### src/verilog/bus_idle_cs_regs.svh
// Purpose: Register map and field layout of the idle/select timing block
// Assumes: One 16-bit register on a plain strobe port
// Notes: Definitions only
`ifndef BUS_IDLE_CS_REGS_SVH
`define BUS_IDLE_CS_REGS_SVH

// ==========================================
// Register map
`define TIMING_OFFSET 4'h0
`define TIMING_RESET 16'hffff
`define TIMING_WIDTH 16

// ==========================================
// Field positions, per area
`define TURNAROUND_LSB 8
`define TURNAROUND_BITS 2
`define BACK_TO_BACK_LSB 4
`define STRETCH_LSB 0

// ==========================================
// Counts
`define IDLE_SAT 2'h3
`define AREA_COUNT 4

`endif

### src/verilog/bus_idle_cs_pkg.sv
// Purpose: Types shared by the idle/select timing block
// Assumes: Four chip-select areas
// Notes: Sequencer states are one-hot
package bus_idle_cs_pkg;

    // ==========================================
    // Sequencer states
    typedef enum logic [4:0] {
        ST_IDLE = 5'h01,
        ST_GAP = 5'h02,
        ST_LEAD = 5'h04,
        ST_XFER = 5'h08,
        ST_TRAIL = 5'h10
    } seq_state_e;

    // ==========================================
    // External access request
    typedef struct packed {
        logic [1:0] area;
        logic write;
    } access_req_s;

endpackage

### src/verilog/bus_idle_cs_extension.sv
// Purpose: Idle-cycle insertion and chip-select stretch for four areas
// Assumes: Single 10 MHz clock, rst_i is the power-on reset
// Notes: Access is one strobe cycle; wait states live elsewhere
//
// Chosen here: the register addresses and the address-and-strobe port.
`timescale 1ns/100ps
`default_nettype none
`include "bus_idle_cs_regs.svh"

module bus_idle_cs_extension #(
    parameter int ADDR_W = 4
) (
    input wire logic mclk_i,
    input wire logic rst_i,
    input wire logic manual_rst_i,
    input wire logic standby_i,
    input wire logic [ADDR_W-1:0] reg_addr_i,
    input wire logic [15:0] reg_wdata_i,
    input wire logic reg_wr_i,
    input wire logic reg_rd_i,
    output logic [15:0] reg_rdata_o,
    input wire logic req_valid_i,
    input wire bus_idle_cs_pkg::access_req_s req_i,
    output logic req_ready_o,
    output logic [3:0] area_chip_select_n_o,
    output logic read_strobe_n_o,
    output logic write_strobe_n_o,
    output logic access_done_o,
    output logic idle_insert_o
);

    // ==========================================
    // Timing register
    logic [15:0] bus_idle_and_select_timing_q;
    logic [15:0] rdata_q;
    logic hit_wr;
    logic hit_rd;

    assign hit_wr = reg_wr_i && (reg_addr_i == `TIMING_OFFSET);
    assign hit_rd = reg_rd_i && (reg_addr_i == `TIMING_OFFSET);

    // Only power-on reset loads it; manual reset and standby never reach it
    always_ff @(posedge mclk_i) begin
        if (rst_i) begin
            bus_idle_and_select_timing_q <= `TIMING_RESET;
        end else if (hit_wr) begin
            bus_idle_and_select_timing_q <= reg_wdata_i;
        end
    end

    // Unmapped reads answer zero
    always_ff @(posedge mclk_i) begin
        if (rst_i) begin
            rdata_q <= 16'h0000;
        end else if (hit_rd) begin
            rdata_q <= bus_idle_and_select_timing_q;
        end else begin
            rdata_q <= 16'h0000;
        end
    end

    assign reg_rdata_o = rdata_q;

    // ==========================================
    // Per-area field split
    logic [1:0] turnaround_idle [`AREA_COUNT];
    logic [`AREA_COUNT-1:0] back_to_back_idle;
    logic [`AREA_COUNT-1:0] select_stretch;

    for (genvar a = 0; a < `AREA_COUNT; a++) begin : g_area
        assign turnaround_idle[a] =
            bus_idle_and_select_timing_q[`TURNAROUND_LSB + 2*a +: `TURNAROUND_BITS];
        assign back_to_back_idle[a] = bus_idle_and_select_timing_q[`BACK_TO_BACK_LSB + a];
        assign select_stretch[a] = bus_idle_and_select_timing_q[`STRETCH_LSB + a];
    end

    // ==========================================
    // Access sequencer state
    bus_idle_cs_pkg::seq_state_e state_q;
    bus_idle_cs_pkg::seq_state_e state_d;
    logic [1:0] area_q;
    logic write_q;
    logic [1:0] gap_cnt_q;
    logic last_valid_q;
    logic [1:0] last_area_q;
    logic last_write_q;
    logic [1:0] elapsed_q;

    logic halt;
    logic accept;
    logic [1:0] elapsed;
    logic [1:0] need;
    logic [1:0] gap;
    logic [1:0] iw_last;
    logic [1:0] cw_last;
    logic same_area;
    logic stretch_cur;

    assign halt = manual_rst_i || standby_i;
    assign stretch_cur = select_stretch[area_q];

    // Next request may overlap the last cycle of an access so cw=0 runs truly back to back
    always_comb begin
        req_ready_o = 1'b0;
        if (!halt) begin
            unique case (state_q)
                bus_idle_cs_pkg::ST_IDLE: req_ready_o = 1'b1;
                bus_idle_cs_pkg::ST_XFER: req_ready_o = !stretch_cur;
                bus_idle_cs_pkg::ST_TRAIL: req_ready_o = 1'b1;
                bus_idle_cs_pkg::ST_GAP: req_ready_o = 1'b0;
                bus_idle_cs_pkg::ST_LEAD: req_ready_o = 1'b0;
            endcase
        end
    end

    assign accept = req_valid_i && req_ready_o;

    // ==========================================
    // Idle count for the incoming access
    // A request taken in the strobe cycle follows the access now on the bus,
    // whose history is only written at the end of that cycle
    logic prev_valid;
    logic [1:0] prev_area;
    logic prev_write;

    assign prev_valid = last_valid_q || (state_q == bus_idle_cs_pkg::ST_XFER);
    assign prev_area = (state_q == bus_idle_cs_pkg::ST_XFER) ? area_q : last_area_q;
    assign prev_write = (state_q == bus_idle_cs_pkg::ST_XFER) ? write_q : last_write_q;

    assign iw_last = turnaround_idle[prev_area];
    assign cw_last = {1'b0, back_to_back_idle[prev_area]};
    assign same_area = (req_i.area == prev_area);
    assign elapsed = (state_q == bus_idle_cs_pkg::ST_IDLE) ? elapsed_q : 2'h0;

    always_comb begin
        need = 2'h0;
        if (prev_valid) begin
            if (same_area) begin
                if (!prev_write && req_i.write) begin
                    need = (iw_last > cw_last) ? iw_last : cw_last;
                end else begin
                    need = cw_last;
                end
            end else if (!prev_write) begin
                need = iw_last;
            end
        end
    end

    // Idle time already spent on the bus counts toward the gap
    assign gap = (need > elapsed) ? (need - elapsed) : 2'h0;

    // ==========================================
    // Next state
    always_comb begin
        state_d = state_q;
        unique case (state_q)
            bus_idle_cs_pkg::ST_IDLE: begin
                state_d = bus_idle_cs_pkg::ST_IDLE;
            end
            bus_idle_cs_pkg::ST_GAP: begin
                if (gap_cnt_q == 2'h0) begin
                    state_d = stretch_cur ? bus_idle_cs_pkg::ST_LEAD : bus_idle_cs_pkg::ST_XFER;
                end
            end
            bus_idle_cs_pkg::ST_LEAD: begin
                state_d = bus_idle_cs_pkg::ST_XFER;
            end
            bus_idle_cs_pkg::ST_XFER: begin
                state_d = stretch_cur ? bus_idle_cs_pkg::ST_TRAIL : bus_idle_cs_pkg::ST_IDLE;
            end
            bus_idle_cs_pkg::ST_TRAIL: begin
                state_d = bus_idle_cs_pkg::ST_IDLE;
            end
        endcase
        if (accept) begin
            if (gap != 2'h0) begin
                state_d = bus_idle_cs_pkg::ST_GAP;
            end else if (select_stretch[req_i.area]) begin
                state_d = bus_idle_cs_pkg::ST_LEAD;
            end else begin
                state_d = bus_idle_cs_pkg::ST_XFER;
            end
        end
    end

    // Manual reset aborts the bus; standby lets the access in flight finish and takes no new ones; both keep the timing register
    always_ff @(posedge mclk_i) begin
        if (rst_i || manual_rst_i) begin
            state_q <= bus_idle_cs_pkg::ST_IDLE;
        end else if (standby_i && state_q == bus_idle_cs_pkg::ST_IDLE) begin
            state_q <= bus_idle_cs_pkg::ST_IDLE;
        end else begin
            state_q <= state_d;
        end
    end

    always_ff @(posedge mclk_i) begin
        if (rst_i) begin
            area_q <= 2'h0;
            write_q <= 1'b0;
        end else if (accept) begin
            area_q <= req_i.area;
            write_q <= req_i.write;
        end
    end

    always_ff @(posedge mclk_i) begin
        if (rst_i) begin
            gap_cnt_q <= 2'h0;
        end else if (accept) begin
            gap_cnt_q <= (gap != 2'h0) ? gap - 2'h1 : 2'h0;
        end else if (state_q == bus_idle_cs_pkg::ST_GAP && gap_cnt_q != 2'h0) begin
            gap_cnt_q <= gap_cnt_q - 2'h1;
        end
    end

    // ==========================================
    // History of the previous access
    always_ff @(posedge mclk_i) begin
        if (rst_i || manual_rst_i) begin
            last_valid_q <= 1'b0;
            last_area_q <= 2'h0;
            last_write_q <= 1'b0;
        end else if (state_q == bus_idle_cs_pkg::ST_XFER) begin
            last_valid_q <= 1'b1;
            last_area_q <= area_q;
            last_write_q <= write_q;
        end
    end

    // Idle cycles since the previous access ended, saturating
    always_ff @(posedge mclk_i) begin
        if (rst_i || manual_rst_i) begin
            elapsed_q <= `IDLE_SAT;
        end else if (state_q != bus_idle_cs_pkg::ST_IDLE) begin
            elapsed_q <= 2'h1;
        end else if (elapsed_q != `IDLE_SAT) begin
            elapsed_q <= elapsed_q + 2'h1;
        end
    end

    // ==========================================
    // Pin decode, idle and gap cycles keep everything negated
    logic select_on;

    assign select_on = (state_q == bus_idle_cs_pkg::ST_LEAD) ||
                       (state_q == bus_idle_cs_pkg::ST_XFER) ||
                       (state_q == bus_idle_cs_pkg::ST_TRAIL);

    for (genvar c = 0; c < `AREA_COUNT; c++) begin : g_cs
        assign area_chip_select_n_o[c] = !(select_on && area_q == 2'(c));
    end

    assign read_strobe_n_o = !(state_q == bus_idle_cs_pkg::ST_XFER && !write_q);
    assign write_strobe_n_o = !(state_q == bus_idle_cs_pkg::ST_XFER && write_q);
    assign access_done_o = (state_q == bus_idle_cs_pkg::ST_XFER);
    assign idle_insert_o = (state_q == bus_idle_cs_pkg::ST_GAP);

    // ==========================================
    // Checks
    reg_reset_a: assert property (
        @(posedge mclk_i) $fell(rst_i) |-> bus_idle_and_select_timing_q == `TIMING_RESET)
        else $error("timing register not all ones after power-on reset");

    reg_write_a: assert property (
        @(posedge mclk_i) disable iff (rst_i)
        hit_wr |=> bus_idle_and_select_timing_q == $past(reg_wdata_i))
        else $error("timing register write lost");

    reg_readback_a: assert property (
        @(posedge mclk_i) disable iff (rst_i)
        hit_rd && !$past(hit_wr) |=> reg_rdata_o == $past(bus_idle_and_select_timing_q))
        else $error("timing register read data wrong");

    reg_keep_a: assert property (
        @(posedge mclk_i) disable iff (rst_i)
        (manual_rst_i || standby_i) && !hit_wr |=> $stable(bus_idle_and_select_timing_q))
        else $error("timing register changed by manual reset or standby");

    gap_quiet_a: assert property (
        @(posedge mclk_i) disable iff (rst_i)
        idle_insert_o |-> area_chip_select_n_o == 4'hf && read_strobe_n_o && write_strobe_n_o && !req_ready_o)
        else $error("bus active during inserted idle");

    gap_three_a: assert property (
        @(posedge mclk_i) disable iff (rst_i || manual_rst_i)
        accept && gap == 2'h3 |=> idle_insert_o [*3] ##1 !idle_insert_o)
        else $error("three idle cycles not inserted");

    gap_one_a: assert property (
        @(posedge mclk_i) disable iff (rst_i || manual_rst_i)
        accept && gap == 2'h1 |=> idle_insert_o ##1 !idle_insert_o)
        else $error("one idle cycle not inserted");

    area_switch_a: assert property (
        @(posedge mclk_i) disable iff (rst_i)
        accept && prev_valid && !prev_write && !same_area && elapsed == 2'h0
        |-> gap == bus_idle_and_select_timing_q[`TURNAROUND_LSB + 2*prev_area +: 2])
        else $error("turnaround idle not taken from previous area");

    write_after_read_a: assert property (
        @(posedge mclk_i) disable iff (rst_i)
        accept && prev_valid && !prev_write && same_area && req_i.write && elapsed == 2'h0
        |-> gap >= iw_last && gap >= cw_last && (gap == iw_last || gap == cw_last))
        else $error("write after read gap is not the larger count");

    stretch_lead_a: assert property (
        @(posedge mclk_i) disable iff (rst_i || manual_rst_i)
        state_q == bus_idle_cs_pkg::ST_LEAD |-> area_chip_select_n_o != 4'hf && read_strobe_n_o
        ##1 access_done_o ##1 (!stretch_cur || (area_chip_select_n_o != 4'hf && read_strobe_n_o
        && write_strobe_n_o)))
        else $error("select stretch window wrong");

    gap_two_a: assert property (
        @(posedge mclk_i) disable iff (rst_i || manual_rst_i)
        accept && gap == 2'h2 |=> idle_insert_o [*2] ##1 !idle_insert_o)
        else $error("two idle cycles not inserted");

    same_area_gap_a: assert property (
        @(posedge mclk_i) disable iff (rst_i || manual_rst_i)
        accept && prev_valid && same_area && !(!prev_write && req_i.write) && elapsed == 2'h0
        && back_to_back_idle[prev_area] |=> area_chip_select_n_o == 4'hf && idle_insert_o)
        else $error("select not negated between same-area accesses");

    strobe_select_a: assert property (
        @(posedge mclk_i) disable iff (rst_i)
        !read_strobe_n_o || !write_strobe_n_o |-> $onehot(~area_chip_select_n_o))
        else $error("strobe outside a single chip select");

    one_select_a: assert property (
        @(posedge mclk_i) disable iff (rst_i)
        $onehot0(~area_chip_select_n_o))
        else $error("more than one chip select active");

    halt_ready_a: assert property (
        @(posedge mclk_i) disable iff (rst_i)
        manual_rst_i || standby_i |-> !req_ready_o)
        else $error("request taken during manual reset or standby");

endmodule
`default_nettype wire

### config.mk
export PLATFORM = sky130hd
export DESIGN_NAME = bus_idle_cs_extension
export DESIGN_NICKNAME = d
export VERILOG_FILES = /design/src/verilog/bus_idle_cs_pkg.sv /design/src/verilog/bus_idle_cs_extension.sv
export VERILOG_INCLUDE_DIRS = /design/src /design/src/verilog
export SDC_FILE = /design/constraint.sdc
export NUM_CORES = 1
export LEC_CHECK = 0
export BUFFER_PORTS_ARGS = -buffer_cell sky130_fd_sc_hd__clkbuf_2
export CORE_UTILIZATION = 53
export DETAILED_ROUTE_END_ITERATION = 12
export GPL_TIMING_DRIVEN = 0
export PLACE_DENSITY = 0.9
export SLEW_MARGIN = 10
export SYNTH_ARGS = -nofsm -noshare
export SYNTH_HDL_FRONTEND = slang
export SYNTH_SLANG_ARGS = --single-unit
### constraint.sdc
create_clock -name mclk_i -period 5.3 [get_ports mclk_i]
set_clock_uncertainty 0.05 [all_clocks]
set_input_delay 0.53 -clock mclk_i [delete_from_list [all_inputs] [get_ports mclk_i]]
set_output_delay 0.53 -clock mclk_i [all_outputs]
set_load 0.1 [all_outputs]
==> impl_metrics.toml <==
[timing]
finalSetupViolCount = 0
worst_slack_ns = 0.615
finalCritPeriodShare_pct = 88.4
fin_crit_ns = 4.68
maxSlewHeadroom_pct = 56.7
rsz0062_at_grt = "false"
worstMarginPinSlew_ns = 0.633
final_max_slew_viol_count = 0
fmax_mhz = 213
finalSetupTns_ns = 0
hold_violations = 0

[routing]
drt_iter0_drc = 160
routed_wirelength_mm = 5.33
detail-route-antenna-nets = 0
wl_per_cell_um = 14.1
first_pass_iters = 5
avgViaCountPerCell = 5.57
vias = 2099
drc = 0

[logic_synthesis]
synth_cells = 266
synthTopCellsByCount = "48 x dfxtp_1, 45 x nand2_1, 23 x nor2_1"
yosys.area.top_type = "dfxtp_1"
synth_cell_types = 55
synth-edff-count = 0
synth_seq_area_share_pct = 41.0
ys_ff_latch = 48
synth_area_um2 = 2340
synth_area_leaders = "dfxtp_1 41%, nand2_1 7.2%, and2_1 5.3%, nand3b_1 4.8%, nor2_1 3.7%"
synth-main-ff-cell = "dfxtp_1"
yosys.cell_count.top_type = "dfxtp_1"
synth_top_area_share_pct = 41.0
syn-num-nets = 302
yosysWarnings = 0
async_reset_ff_share_pct = 0
syn-mean-instance-area_um2 = 8.80

[finish]
finalNonFillerCells = 377
drive_above_1_share_pct = 26.3
antennaDiodeCount = 0
nets = 363
synthToLayoutAreaGrowth_pct = 17.7

[placed_design]
post-place-ws_ns = 0.789
portBuffers = 54
dp.cells = 370
place_congestion = 0.868
hpwl_mm = 4.12

[floorplanning]
row_count = 23
io_pins = 55
die_x_um = 68.5
initial_core_util_pct = 56.9
design.core.area_um2 = 4120
dieArea_um2 = 4690
die_h_um = 68.5

[hold_path]
min_path_type = "in2reg"
holdPathEnd = "bus_idle_and_select_timing_q[12]"
worstHoldPathCells = 2
hp-start = "reg_wdata_i[12]"

[power]
p_leak_nw = 1.22
ir_worst_vdd_uv = 155
pwr_density_cell_nw_per_um2 = 232
finalPower_mw = 0.639

[clocking]
cts_root_buf = "clkbuf_8"
post_cts_buffers = 0
cts_resized = 0
cts_buffer_depth = 2
cts_buffers = 5
cts_num_sinks = 48
clkTransAtPathRegs_ns = 0.09
cts_tree = "built"
cts_hold_buf = 0
ctsHtreeMaxLevel = 2
clock_latency_ns = 0.30

[critical_path]
cp-start-kind = "flip-flop"
path_class = "reg2reg"
required_ns = 5.45
crit_fanout = 8
critPathArrivalTime_ns = 4.83
r2r_start = "state_q[0]"
r2r_slack_ns = 0.62
crit-reg2reg-capture = "state_q[3]"
rr_worst_depth = 18
critPathCaptureType = "flip-flop"

[status]
status = "finished clean"

[grt]
track_usage_pct = 25.2
grt_pass1_wl_mm = 8.56
grt_overflow = 0
grt_max_degree = 15
grt_pass1_vias = 1909
grt_antenna_before_repair = 0

[run]
maxCapViolations = 0
[stage by stage]
stage	instance area, um^2	util (%)	hold WS [ns]
after global routing	2760	67.0	0.373
after CTS	2760	67.0	0.378
after global placement	2670	65.0	0.385
after floorplan	2340	-	0.380
final	2760	67.0	0.373
after detailed placement	2670	65.0	0.391
[where the power goes]
| part | leakage, nW | total (mW) | switching (mW) | internal [mW] |
|---|---|---|---|---|
| Combinational | 0.790 | 0.0606 | 0.0366 | 0.0239 |
| Sequential | 0.389 | 0.370 | 0.00419 | 0.366 |
| Clock | 0.0400 | 0.209 | 0.119 | 0.0894 |
[per-layer routing]
layer / GRT usage, % / share of wire [%] / up-vias / wire length (um)
met5: 0 / 0 / - / 0
met4: 10.7 / 2.7 / 0 / 144
met3: 5.00 / 4.5 / 15 / 239
met2: 43.1 / 50 / 58 / 2640
met1: 30.3 / 43 / 986 / 2300
li1: - / - / 1040 / -
[critical path, stage by stage (launching register included)]
cell and delay (ns):
dfxtp_1 0.31, buf_6 0.13, nor4_4 0.33, a21boi_1 0.18
or2_2 0.30, clkbuf_2 0.18, mux2i_1 0.15, mux2i_1 0.23
ha_1 0.27, nor2_1 0.17, a2111oi_0 0.13, or4b_1 0.53
a32oi_1 0.31, ha_1 0.21, fa_1 0.43, o21a_1 0.19
nor2_1 0.19, nor3_1 0.10, o21a_1 0.18
[how the worst max path moves through the flow]
stage	startpoint	slack, ns	cells past startpoint	end
after global placement	state_q[0]	0.95	18	state_q[3]
final	state_q[0]	0.62	18	state_q[3]
after floorplan	state_q[0]	0.65	12	state_q[2]
after global routing	state_q[2]	0.39	18	state_q[3]
after detailed placement	state_q[0]	0.79	18	state_q[3]
after CTS	state_q[0]	0.70	18	state_q[3]
[cell families after synthesis]
group | after synthesis | synth area share (%)
and+or+nand+nor | 137 | 31.5
DFF | 48 | 41.0
AOI/OAI and AO/OA | 40 | 13.0
buffers and inverters | 23 | 4.92
muxes | 7 | 4.12
adders and majority gates | 6 | 3.53
xor gates and xnor gates | 5 | 1.87
[area by class of cell]
type	count	area (um^2)
buffer	14	81.3
clock buffer	5	68.8
clock inverter	2	12.5
fill	335	1360
inverter	9	33.8
multi-input combinational	195	1260
sequential	48	961
tap	50	62.6
timing repair buffer	54	270
[flip-flops by register name, indices dropped and copies added (netlist names), 2 cells and up]
name / cells
area_q: 2
bus_idle_and_select_timing_q: 16
elapsed_q: 2
gap_cnt_q: 2
last_area_q: 2
reg_rdata_o: 16
state_q: 5
[cell usage in the layout, fill, tap and decap left out, types with 6 or more instances in the layout]
master,instances
clkbuf_2,57
dfxtp_1,48
nand2_1,45
nor2_1,23
and2_1,20
nand3b_1,15
inv_1,9
a21oi_1,8
clkbuf_1,8
clkbuf_8,6
(Power assumes the default switching activity.)
